**src/hw/bmlp_defines.svh**
```systemverilog
// constants for the boot mode and low power block
// assumes ref_clk at 20 MHz is the oscillator clock
`ifndef BMLP_DEFINES_SVH
`define BMLP_DEFINES_SVH
`define BMLP_CLK_HZ 20000000
`define BMLP_BAUD 9600
`define BMLP_BIT_CYC (`BMLP_CLK_HZ / `BMLP_BAUD)
`define BMLP_HALF_CYC (`BMLP_BIT_CYC / 2)
`define BMLP_RAM_BASE 16'h0050
`define BMLP_PROG_START 16'h0051
`define BMLP_JUMP_KEY 8'hcc
`define BMLP_ERASED 8'hff
`define BMLP_VEC_IRQ 16'h1ffa
`define BMLP_VEC_RST 16'h1ffe
`define BMLP_STAB_SHORT 12'h010
`define BMLP_STAB_LONG 12'hfe0
`define BMLP_DIV_NORM 5'h01
`define BMLP_DIV_SLOW 5'h1f
`define BMLP_ADDR_CTRL 4'h0
`define BMLP_ADDR_STAT 4'h4
`define BMLP_ADDR_LOAD 4'h8
`define BMLP_CTRL_SLOW 0
`define BMLP_CTRL_XIE 1
`endif

```
**src/hw/bmlp_pkg.sv**
```systemverilog
// types for the boot mode and low power block
// assumes bmlp_defines.svh for numeric constants
package bmlp_pkg;
  typedef enum logic [1:0] {BMLP_SINGLE, BMLP_LOADER, BMLP_JUMP, BMLP_BLOCKED} bmlp_mode_t;
  typedef enum logic [2:0] {LP_RUN, LP_STOP, LP_STAB, LP_WAIT, LP_RESUME} bmlp_lp_t;
  typedef enum logic [1:0] {RX_IDLE, RX_START, RX_DATA, RX_STOP} bmlp_rx_t;
  typedef struct packed {
    logic wake;
    logic timer;
    logic sci;
  } bmlp_irq_t;
  typedef struct packed {
    logic we;
    logic [15:0] addr;
    logic [7:0] data;
  } bmlp_ram_t;
  typedef struct packed {
    logic oscOn;
    logic cpuHold;
    logic periphHalt;
    logic wdogClear;
    logic nvmReadOnly;
    logic pulseLenHold;
  } bmlp_lp_out_t;
endpackage

```
**src/hw/bmlp_boot_lp.sv**
```systemverilog
// boot mode selection, serial loader and stop/wait sequencing
// assumes ref_clk is the oscillator; ram, cpu and peripherals outside
`timescale 1ns/1ns
`include "bmlp_defines.svh"
module bmlp_boot_lp
  import bmlp_pkg::*;
#(
  parameter bit LONG_STAB = 1'b1,
  parameter bit WDOG_IN_WAIT = 1'b0
) (
  input wire logic ref_clk,
  input wire logic rst_n,
  input wire logic irqHighVolt,
  input wire logic captureOneInput,
  input wire logic bootStrapHigh,
  input wire logic bootStrapLow,
  input wire logic securityOptionBit,
  input wire logic [7:0] portA,
  input wire logic [7:0] portB,
  input wire logic [7:0] portC,
  input wire logic serialRx,
  input wire logic stopExec,
  input wire logic waitExec,
  input wire bmlp_irq_t irqIn,
  input wire logic nvmErased,
  input wire logic [7:0] nvmRawData,
  input wire logic [3:0] regAddr,
  input wire logic [7:0] regWdata,
  input wire logic regWe,
  input wire logic regRe,
  output logic [7:0] regRdata,
  output bmlp_ram_t ramWr,
  output logic [7:0] nvmData,
  output logic execStart,
  output logic [15:0] execAddr,
  output logic clearIMask,
  output logic stackReq,
  output logic busClkEn,
  output bmlp_lp_out_t lpOut,
  output bmlp_mode_t bootMode
);

// ----------------------------------------
// mode capture
// ----------------------------------------
logic captured_r;
bmlp_mode_t mode_r;
bmlp_mode_t modeSel;

always_comb begin
  modeSel = BMLP_SINGLE;
  if (irqHighVolt && captureOneInput && bootStrapHigh) begin
    if (bootStrapLow) begin
      modeSel = BMLP_JUMP;
    end else if (securityOptionBit) begin
      modeSel = BMLP_LOADER;
    end else begin
      modeSel = BMLP_BLOCKED;
    end
  end
end

always_ff @(posedge ref_clk or negedge rst_n) begin
  if (!rst_n) begin
    captured_r <= 1'b0;
    mode_r <= BMLP_SINGLE;
  end else if (!captured_r) begin
    captured_r <= 1'b1;
    mode_r <= modeSel;
  end
end

assign bootMode = mode_r;

// ----------------------------------------
// control register
// ----------------------------------------
logic slow_r;
logic xie_r;
logic stopEnter;
logic waitEnter;
bmlp_lp_t lp_r;

always_ff @(posedge ref_clk or negedge rst_n) begin
  if (!rst_n) begin
    slow_r <= 1'b0;
    xie_r <= 1'b1;
  end else if (stopEnter) begin
    slow_r <= 1'b0;
  end else if (regWe && regAddr == `BMLP_ADDR_CTRL) begin
    slow_r <= regWdata[`BMLP_CTRL_SLOW];
    xie_r <= regWdata[`BMLP_CTRL_XIE];
  end
end

// ----------------------------------------
// bus clock divider
// ----------------------------------------
logic [4:0] div_r;
logic [4:0] divTop;

assign divTop = slow_r ? `BMLP_DIV_SLOW : `BMLP_DIV_NORM;

always_ff @(posedge ref_clk or negedge rst_n) begin
  if (!rst_n) begin
    div_r <= 5'h00;
  end else if (lp_r == LP_STOP || div_r >= divTop) begin
    div_r <= 5'h00;
  end else begin
    div_r <= div_r + 5'h01;
  end
end

assign busClkEn = (lp_r != LP_STOP) && (div_r >= divTop);

// ----------------------------------------
// serial receiver
// ----------------------------------------
bmlp_rx_t rx_r;
logic [11:0] bitCnt_r;
logic [2:0] bitIdx_r;
logic [7:0] shift_r;
logic rxDone;
logic rxRun;

assign rxRun = (mode_r == BMLP_LOADER) && (lp_r != LP_STOP);
assign rxDone = (rx_r == RX_STOP) && (bitCnt_r == 12'(`BMLP_BIT_CYC - 1)) && serialRx;

always_ff @(posedge ref_clk or negedge rst_n) begin
  if (!rst_n) begin
    rx_r <= RX_IDLE;
    bitCnt_r <= 12'h000;
    bitIdx_r <= 3'h0;
    shift_r <= 8'h00;
  end else if (!rxRun) begin
    rx_r <= RX_IDLE;
  end else begin
    unique case (rx_r)
      RX_IDLE: begin
        bitCnt_r <= 12'h000;
        if (!serialRx) begin
          rx_r <= RX_START;
        end
      end
      RX_START: begin
        bitCnt_r <= bitCnt_r + 12'h001;
        if (bitCnt_r == 12'(`BMLP_HALF_CYC - 1)) begin
          bitCnt_r <= 12'h000;
          bitIdx_r <= 3'h0;
          rx_r <= serialRx ? RX_IDLE : RX_DATA;
        end
      end
      RX_DATA: begin
        bitCnt_r <= bitCnt_r + 12'h001;
        if (bitCnt_r == 12'(`BMLP_BIT_CYC - 1)) begin
          bitCnt_r <= 12'h000;
          shift_r <= {serialRx, shift_r[7:1]};
          bitIdx_r <= bitIdx_r + 3'h1;
          if (bitIdx_r == 3'h7) begin
            rx_r <= RX_STOP;
          end
        end
      end
      RX_STOP: begin
        bitCnt_r <= bitCnt_r + 12'h001;
        if (bitCnt_r == 12'(`BMLP_BIT_CYC - 1)) begin
          rx_r <= RX_IDLE;
        end
      end
    endcase
  end
end

// ----------------------------------------
// ram loader
// ----------------------------------------
logic [7:0] count_r;
logic [7:0] got_r;
logic loadDone_r;
logic [15:0] loadPtr_r;

always_ff @(posedge ref_clk or negedge rst_n) begin
  if (!rst_n) begin
    count_r <= 8'h00;
    got_r <= 8'h00;
    loadDone_r <= 1'b0;
    loadPtr_r <= `BMLP_RAM_BASE;
    ramWr <= '0;
  end else begin
    ramWr.we <= 1'b0;
    if (rxDone && !loadDone_r) begin
      ramWr.we <= 1'b1;
      ramWr.addr <= loadPtr_r;
      ramWr.data <= shift_r;
      loadPtr_r <= loadPtr_r + 16'h0001;
      got_r <= got_r + 8'h01;
      if (got_r == 8'h00) begin
        count_r <= shift_r;
      end
      if (got_r != 8'h00 && got_r + 8'h01 == count_r) begin
        loadDone_r <= 1'b1;
      end
    end
  end
end

// ----------------------------------------
// start of execution
// ----------------------------------------
logic started_r;
logic loadFinish;
logic [15:0] wakeVec_r;

assign loadFinish = rxDone && !loadDone_r && got_r != 8'h00 && got_r + 8'h01 == count_r;

always_ff @(posedge ref_clk or negedge rst_n) begin
  if (!rst_n) begin
    started_r <= 1'b0;
    execStart <= 1'b0;
    execAddr <= `BMLP_VEC_RST;
  end else begin
    execStart <= 1'b0;
    if (lp_r == LP_RESUME) begin
      execStart <= 1'b1;
      execAddr <= wakeVec_r;
    end else if (captured_r && !started_r) begin
      unique case (mode_r)
        BMLP_SINGLE, BMLP_BLOCKED: begin
          started_r <= 1'b1;
          execStart <= 1'b1;
          execAddr <= `BMLP_VEC_RST;
        end
        BMLP_JUMP: begin
          if (portA == `BMLP_JUMP_KEY) begin
            started_r <= 1'b1;
            execStart <= 1'b1;
            execAddr <= {portB, portC};
          end
        end
        BMLP_LOADER: begin
          if (loadFinish) begin
            started_r <= 1'b1;
            execStart <= 1'b1;
            execAddr <= `BMLP_PROG_START;
          end
        end
      endcase
    end
  end
end

// ----------------------------------------
// stop and wait sequencer
// ----------------------------------------
logic [11:0] stab_r;
logic [11:0] stabLen;
logic waitWake;
logic stopWake;

assign stabLen = LONG_STAB ? `BMLP_STAB_LONG : `BMLP_STAB_SHORT;
assign stopWake = irqIn.wake && xie_r;
assign waitWake = (irqIn.wake && xie_r) || irqIn.timer || irqIn.sci;
assign stopEnter = lp_r == LP_RUN && stopExec;
assign waitEnter = lp_r == LP_RUN && waitExec && !stopExec;

always_ff @(posedge ref_clk or negedge rst_n) begin
  if (!rst_n) begin
    lp_r <= LP_RUN;
    stab_r <= 12'h000;
    wakeVec_r <= `BMLP_VEC_RST;
  end else begin
    unique case (lp_r)
      LP_RUN: begin
        if (stopEnter) begin
          lp_r <= LP_STOP;
        end else if (waitEnter) begin
          lp_r <= LP_WAIT;
        end
      end
      LP_STOP: begin
        stab_r <= 12'h000;
        if (stopWake) begin
          lp_r <= LP_STAB;
          wakeVec_r <= `BMLP_VEC_IRQ;
        end
      end
      LP_STAB: begin
        if (busClkEn) begin
          stab_r <= stab_r + 12'h001;
          if (stab_r == stabLen - 12'h001) begin
            lp_r <= LP_RESUME;
          end
        end
      end
      LP_WAIT: begin
        if (waitWake) begin
          lp_r <= LP_RUN;
        end
      end
      LP_RESUME: begin
        lp_r <= LP_RUN;
      end
    endcase
  end
end

always_ff @(posedge ref_clk or negedge rst_n) begin
  if (!rst_n) begin
    clearIMask <= 1'b0;
    stackReq <= 1'b0;
  end else begin
    clearIMask <= stopEnter || waitEnter;
    stackReq <= lp_r == LP_RESUME || (lp_r == LP_WAIT && waitWake);
  end
end

always_comb begin
  lpOut.oscOn = lp_r != LP_STOP;
  lpOut.cpuHold = lp_r != LP_RUN;
  lpOut.periphHalt = lp_r == LP_STOP || lp_r == LP_STAB;
  lpOut.wdogClear = lp_r == LP_STOP || (lp_r == LP_WAIT && !WDOG_IN_WAIT);
  lpOut.nvmReadOnly = lp_r == LP_STOP;
  lpOut.pulseLenHold = lp_r == LP_STOP;
end

assign nvmData = nvmErased ? `BMLP_ERASED : nvmRawData;

// ----------------------------------------
// register read
// ----------------------------------------
always_ff @(posedge ref_clk or negedge rst_n) begin
  if (!rst_n) begin
    regRdata <= 8'h00;
  end else if (regRe) begin
    unique case (regAddr)
      `BMLP_ADDR_CTRL: regRdata <= {6'h00, xie_r, slow_r};
      `BMLP_ADDR_STAT: regRdata <= {1'b0, lp_r, loadDone_r, started_r, mode_r};
      `BMLP_ADDR_LOAD: regRdata <= got_r;
      default: regRdata <= 8'h00;
    endcase
  end else begin
    regRdata <= 8'h00;
  end
end
endmodule

```
**config.mk**
```make
export PLATFORM = sky130hd
export DESIGN_NAME = bmlp_boot_lp
export DESIGN_NICKNAME = d
export VERILOG_FILES = /design/src/hw/bmlp_pkg.sv /design/src/hw/bmlp_boot_lp.sv
export VERILOG_INCLUDE_DIRS = /design/src /design/src/hw
export SDC_FILE = /design/constraint.sdc
export NUM_CORES = 1
export LEC_CHECK = 0
export BUFFER_PORTS_ARGS = -buffer_cell sky130_fd_sc_hd__buf_2
export CORE_UTILIZATION = 40
export CTS_BUF_LIST = sky130_fd_sc_hd__clkbuf_8
export CTS_CLUSTER_SIZE = 8
export DETAILED_ROUTE_END_ITERATION = 10
export PLACE_DENSITY_LB_ADDON = 0.05
export SYNTH_ARGS = -nofsm -noshare
export SYNTH_HDL_FRONTEND = slang
export SYNTH_SLANG_ARGS = --single-unit
export TNS_END_PERCENT = 50
```
**constraint.sdc**
```tcl
create_clock -name ref_clk -period 2.5 [get_ports ref_clk]
set_input_delay 0.25 -clock ref_clk [delete_from_list [all_inputs] [get_ports ref_clk]]
set_output_delay 0.25 -clock ref_clk [all_outputs]
set_load 0.02 [all_outputs]
```
# Word level (Yosys, flattened, before mapping)
# Cells that the tools add are included.
[word_totals]
reg_bits = 137
out_inout_bits = 69
elab_cells = 166
[classes]
n_addsub = 6
n_lt_le_gt_ge = 1
eq_ne = 35
muxes = 47
bitwise_logic = 2
n_reduce_logical = 50
[ops]
columns = ["operator", "count"]
rows = [
  ["$mux W16", 4],
  ["$pmux W12 S4", 1],
  ["$pmux W16 S3", 1],
  ["$mux W12", 3],
  ["$mux W25", 1],
  ["$add A12 B1 Y12 const B", 2],
  ["$eq A12 B12 Y1 const B", 2],
  ["$mux W3", 8],
  ["$pmux W12 S2", 1],
  ["$pmux W8 S3", 1],
  ["$mux W2", 10],
  ["$ne A3 B3 Y1 const B", 6],
  ["$logic_and A1 B1 Y1", 17],
  ["$add A16 B1 Y16 const B", 1],
  ["$mux W8", 2],
  ["$pmux W3 S5", 1],
  ["$ne A2 B2 Y1 const B", 7],
  ["$eq A12 B11 Y1 const B", 1],
  ["$mux W5", 2],
  ["$reduce_and A2 Y1", 5],
  ["$reduce_and A5 Y1", 2],
  ["$add A8 B1 Y8 const B", 1],
  ["$eq A2 B2 Y1 const B", 4],
  ["$eq A8 B8 Y1", 1],
  ["30 further kinds", 57],
]

# Logic depth before layout (Yosys ltp)
[depth]
depth_word = 10
mapped_depth = 9
mapped_depth_nobuf = 8

# Least setup slack after synthesis
# No wires, ideal clock.
[synth_timing]
kind = "register -> register"
startpoint = "reg bitCnt_r[2]"
endpoint = "reg shift_r[7]"
setup_time_ns = 0.125
t_arrival_ns = 2.169
path_slack_ns = 0.206
path_stages_with_launch = 5
period_less_slack_ns = 2.294
path_cell_list = "dfrtp_1 > nor4_1 > nand4_1 > nor4b_2 > mux2_2"
[synth_between]
elab_chain_len = 2
[synth_rtl]
columns = ["element", "line", "text"]
rows = [
  ["start, declared", "bmlp_boot_lp.sv:120", "logic [11:0] bitCnt_r;"],
  ["start signal, assigned", "bmlp_boot_lp.sv:146", "bitCnt_r <= bitCnt_r + 12'h001;"],
  ["start signal, assigned", "bmlp_boot_lp.sv:154", "bitCnt_r <= bitCnt_r + 12'h001;"],
  ["start signal, assigned", "bmlp_boot_lp.sv:165", "bitCnt_r <= bitCnt_r + 12'h001;"],
  ["$eq A12 B12 Y1", "bmlp_boot_lp.sv:155", "if (bitCnt_r == 12'(`BMLP_BIT_CYC - 1)) begin"],
  ["$reduce_and A3 Y1 (no line)", "--", ""],
  ["end signal, assigned", "bmlp_boot_lp.sv:157", "shift_r <= {serialRx, shift_r[7:1]};"],
  ["end, declared", "bmlp_boot_lp.sv:122", "logic [7:0] shift_r;"],
]
# No other way between the ends.
# A chain may end at the register's enable or synchronous reset.

# Worst setup path in the final report
[layout_timing]
startpoint = "reg slow_r"
endpoint = "out busClkEn"
[layout_between]
elab_chain_len = 3
[layout_rtl]
columns = ["element", "line", "text"]
rows = [
  ["start, declared", "bmlp_boot_lp.sv:78", "logic slow_r;"],
  ["start signal, assigned", "bmlp_boot_lp.sv:91", "slow_r <= regWdata[`BMLP_CTRL_SLOW];"],
  ["$mux W5 (no line)", "--", ""],
  ["$ge A5 B5 Y1", "bmlp_boot_lp.sv:114", "assign busClkEn = (lp_r != LP_STOP) && (div_r >= divTop);"],
  ["$logic_and A1 B1 Y1", "bmlp_boot_lp.sv:114", ""],
  ["end, declared", "bmlp_boot_lp.sv:38", "output logic busClkEn,"],
]
# No other way between the ends.

==> impl_metrics.env <==
export IMPL_die_h_um=131.7
export IMPL_p_int_uw=3730
export IMPL_path_clk_slew_ns=0.08
export IMPL_slowest_stage="dfrtp_1"
export IMPL_synth_seq_cells=137
export IMPL_yosys_area_top_type_share=0.4501
export IMPL_critPathMostFrequentCell="a21o_1"
export IMPL_dp_hpwl_um=11020
export IMPL_max_stage_delay_ns=0.39
export IMPL_firstDrtPassIters=4
export IMPL_hold_viol=0
export IMPL_num_nets_final=862
export IMPL_die_x_um=131.7
export IMPL_finalWorstPathRequiredPeriod_ns=2.358
export IMPL_routed_via_density=5.121
export IMPL_maxCapViolCount=0
export IMPL_syn_cell_area_mm2=0.006728
export IMPL_multi_input_area_mm2=0.003100
export IMPL_gr_usage_all_layers=0.1867
export IMPL_crit_path_end_kind="output pin"
export IMPL_utilization=0.4978
export IMPL_final_period_utilization=0.9434
export IMPL_final_cells=1020
export IMPL_crit_path_start_kind="flop"
export IMPL_postSynthAreaPerCell_um2=10.48
export IMPL_async_flop_share=1.000
export IMPL_regArea_mm2=0.003452
export IMPL_synthesis_nets=718
export IMPL_synth_flop_cell="dfrtp_1"
export IMPL_synth_top_area_cell="dfrtp_1"
export IMPL_crit_chain="inv_2, ha_1, a21o_1, a21o_1, a21o_1, a21oi_4, nor2_1, buf_2"
export IMPL_placed_area_mm2=0.007694
export IMPL_gp_congestion=0.8294
export IMPL_cts_buffers=17
export IMPL_core_area_mm2=0.01652
export IMPL_drive_above_1_share=0.3392
export IMPL_switchingPower_uw=1590
export IMPL_hold_class="in2reg"
export IMPL_cts_buffer_depth=2
export IMPL_cts_tree="built"
export IMPL_fin_skew_ns=0.01083
export IMPL_wirelength_um=15100
export IMPL_cts_htree_levels=4
export IMPL_syn_inst=642
export IMPL_crit_family="compound AO/OA/AOI/OAI gates"
export IMPL_p_seq_frac=0.449
export IMPL_clock_fmax_mhz=424.0
export IMPL_drtAntennaViolNets=0
export IMPL_cp_required_ns=2.25
export IMPL_synthTopCellsByArea="dfrtp_1 (45%), mux2_2 (7.2%), dfstp_2 (6.2%)"
export IMPL_row_count=47
export IMPL_rsz0062_at_grt="no"
export IMPL_status="finished clean"
export IMPL_grt_pass1_wl_um=25520
export IMPL_wl_per_cell_um=14.80
export IMPL_dieArea_mm2=0.01734
export IMPL_io_pins=129
export IMPL_clk_latency_ns=0.45
export IMPL_worst_hold_slack_ns=0.03075
export IMPL_grt_start_max_net_pins=93
export IMPL_power_density_mw_per_mm2=646.8
export IMPL_grt_pass1_vias=5176
export IMPL_area_growth_synth_to_final_pct=22.28
export IMPL_overflow=0
export IMPL_path_max_fanout=5
export IMPL_cts_root_buffer_cell="clkbuf_8"
export IMPL_vdd_drop_max_uv=291.4
export IMPL_cts_sinks=137
export IMPL_p_clk_frac=0.358
export IMPL_cp_arrival_ns=2.11
export IMPL_leakage_uw=0.004037
export IMPL_n_fill_cell=1570
export IMPL_place_inst=979
export IMPL_ys_seq_area_frac=0.5126
export IMPL_fin_area_mm2=0.008227
export IMPL_synth_cell_types=52
export IMPL_power_uw=5321
export IMPL_tightest_slew_ns=0.8255
export IMPL_drc=0
export IMPL_initial_core_util=0.4071
export IMPL_setup_viol=0
export IMPL_path_buf_inv=2
export IMPL_portBuffers=122
export IMPL_vias=5223
export IMPL_combPwrFrac=0.193
export IMPL_antenna_found_initial=1
export IMPL_yosysWarnings=0
export IMPL_worstSetupPathType="reg2out"
export IMPL_synth_edf_count=0
export IMPL_max_slew_margin_rel=0.4497
export IMPL_sw_frac_of_total=0.2989
export IMPL_drt_iter0_drc=202
export IMPL_maxSlewViolCount=0
synth_stat cells, types with 11 or more instances:
| master | instances |
|---|---|
| or2_2 | 11 |
| ha_1 | 16 |
| a21oi_1 | 21 |
| xnor2_1 | 27 |
| nand4_1 | 14 |
| clkbuf_1 | 23 |
| dfrtp_1 | 121 |
| and3_1 | 14 |
| nand3_1 | 29 |
| a211oi_1 | 15 |
| o21ai_0 | 37 |
| inv_1 | 19 |
| nor2_1 | 65 |
| dfstp_2 | 16 |
| nor3_1 | 12 |
| mux2_2 | 43 |
| nand2_1 | 53 |
| mux2i_1 | 21 |
per-layer routing:
layer	GRT usage	wire, µm
met3	0.03704	548
met1	0.2478	7089
met2	0.2960	7173
met4	0.08140	284
met5	0	0
cell type report:
cell class	instances	area share
flip-flops and latches	137	0.4196
clock inverters	9	0.01369
clock buffers	23	0.03848
multi-input cells	457	0.3769
diodes	1	0.0003042
repair buffers	154	0.1084
well taps	220	0.03346
inverters	19	0.009125
worst register-to-register path, stage by stage (launching register included):
cell and delay, ns:
dfrtp_2 0.45, ha_1 0.24, nand3_1 0.16, buf_4 0.20, a21oi_1 0.15, o22ai_1 0.12, a2111o_1 0.46, nand3_4 0.12
buf_12 0.17, mux2i_1 0.21
stage by stage:
| stage | worst slack, ns | TNS [ns] |
|---|---|---|
| after floorplan | 0.2062 | 0 |
| after global placement | 0.09929 | 0 |
| after detailed placement | -0.004221 | -0.004221 |
| after CTS | 0.01401 | 0 |
| after global routing | 0.003390 | 0 |
| final | 0.1416 | 0 |
power groups by stage:
| stage | Clock (µW) | Combinational (µW) | Sequential (µW) |
|---|---|---|---|
| 6_report | 1910 | 1020 | 2390 |
| 5_1_grt | 2070 | 1140 | 2410 |
| 4_1_cts | 1970 | 1020 | 2390 |
| 3_5_place_dp | 0 | 975 | 2430 |
| 3_3_place_gp | 0 | 961 | 2430 |
| 2_1_floorplan | 0 | 619 | 2420 |
registers in the layout (all words and copies together), names as in the netlist, 2 cells and up:
register / cells
got_r: 8
bitIdx_r: 3
rx_r: 2
loadPtr_r: 16
bitCnt_r: 12
lp_r: 3
count_r: 8
execAddr: 16
shift_r: 8
stab_r: 12
div_r: 5
ramWr: 25
regRdata: 8
bootMode: 2
final timing paths:
| kind | start | end | slack [ns] | cells past startpoint |
|---|---|---|---|---|
| min in group asynchronous | rst_n | ramWr[17] | 0.44 | 2 |
| min reg2reg | wakeVec_r[2] | wakeVec_r[2] | 0.44 | 2 |
| max in group asynchronous | rst_n | got_r[1] | 1.32 | 3 |
| max | slow_r | busClkEn | 0.14 | 8 |
| max reg2reg | got_r[0] | execAddr[13] | 0.15 | 9 |
| min | regWdata[1] | xie_r | 0.03 | 2 |
logic make-up after synthesis:
kind of cell	after synthesis	synth area share
AOI/OAI and AO/OA	108	0.1017
xor gates and xnor gates	37	0.04817
adders and majority gates	16	0.02976
buffers and inverters	48	0.02901
DFF	137	0.5126
muxes	64	0.1032
other	1	0.0005574
and+or+nand+nor	231	0.1750
cells in the final DEF, fill, tap and decap left out, types with 21 or more instances in the layout:
master / n
buf_2: 121
dfrtp_1: 118
nor2_1: 65
nand2_1: 53
mux2_2: 43
o21ai_0: 37
nand3_1: 29
xnor2_1: 27
buf_4: 26
clkbuf_8: 23
mux2i_1: 21
what timing repair did:
action | CTS | global route
pin swaps | 0 | 2
gates resized for setup | 2 | 5
buffers inserted | 1 | 3
setup endpoints to repair | 1 | 20
hold buffers | 4 | 0
hold endpoints to repair | 75 | 0
Power figures use the tool's default switching activity.
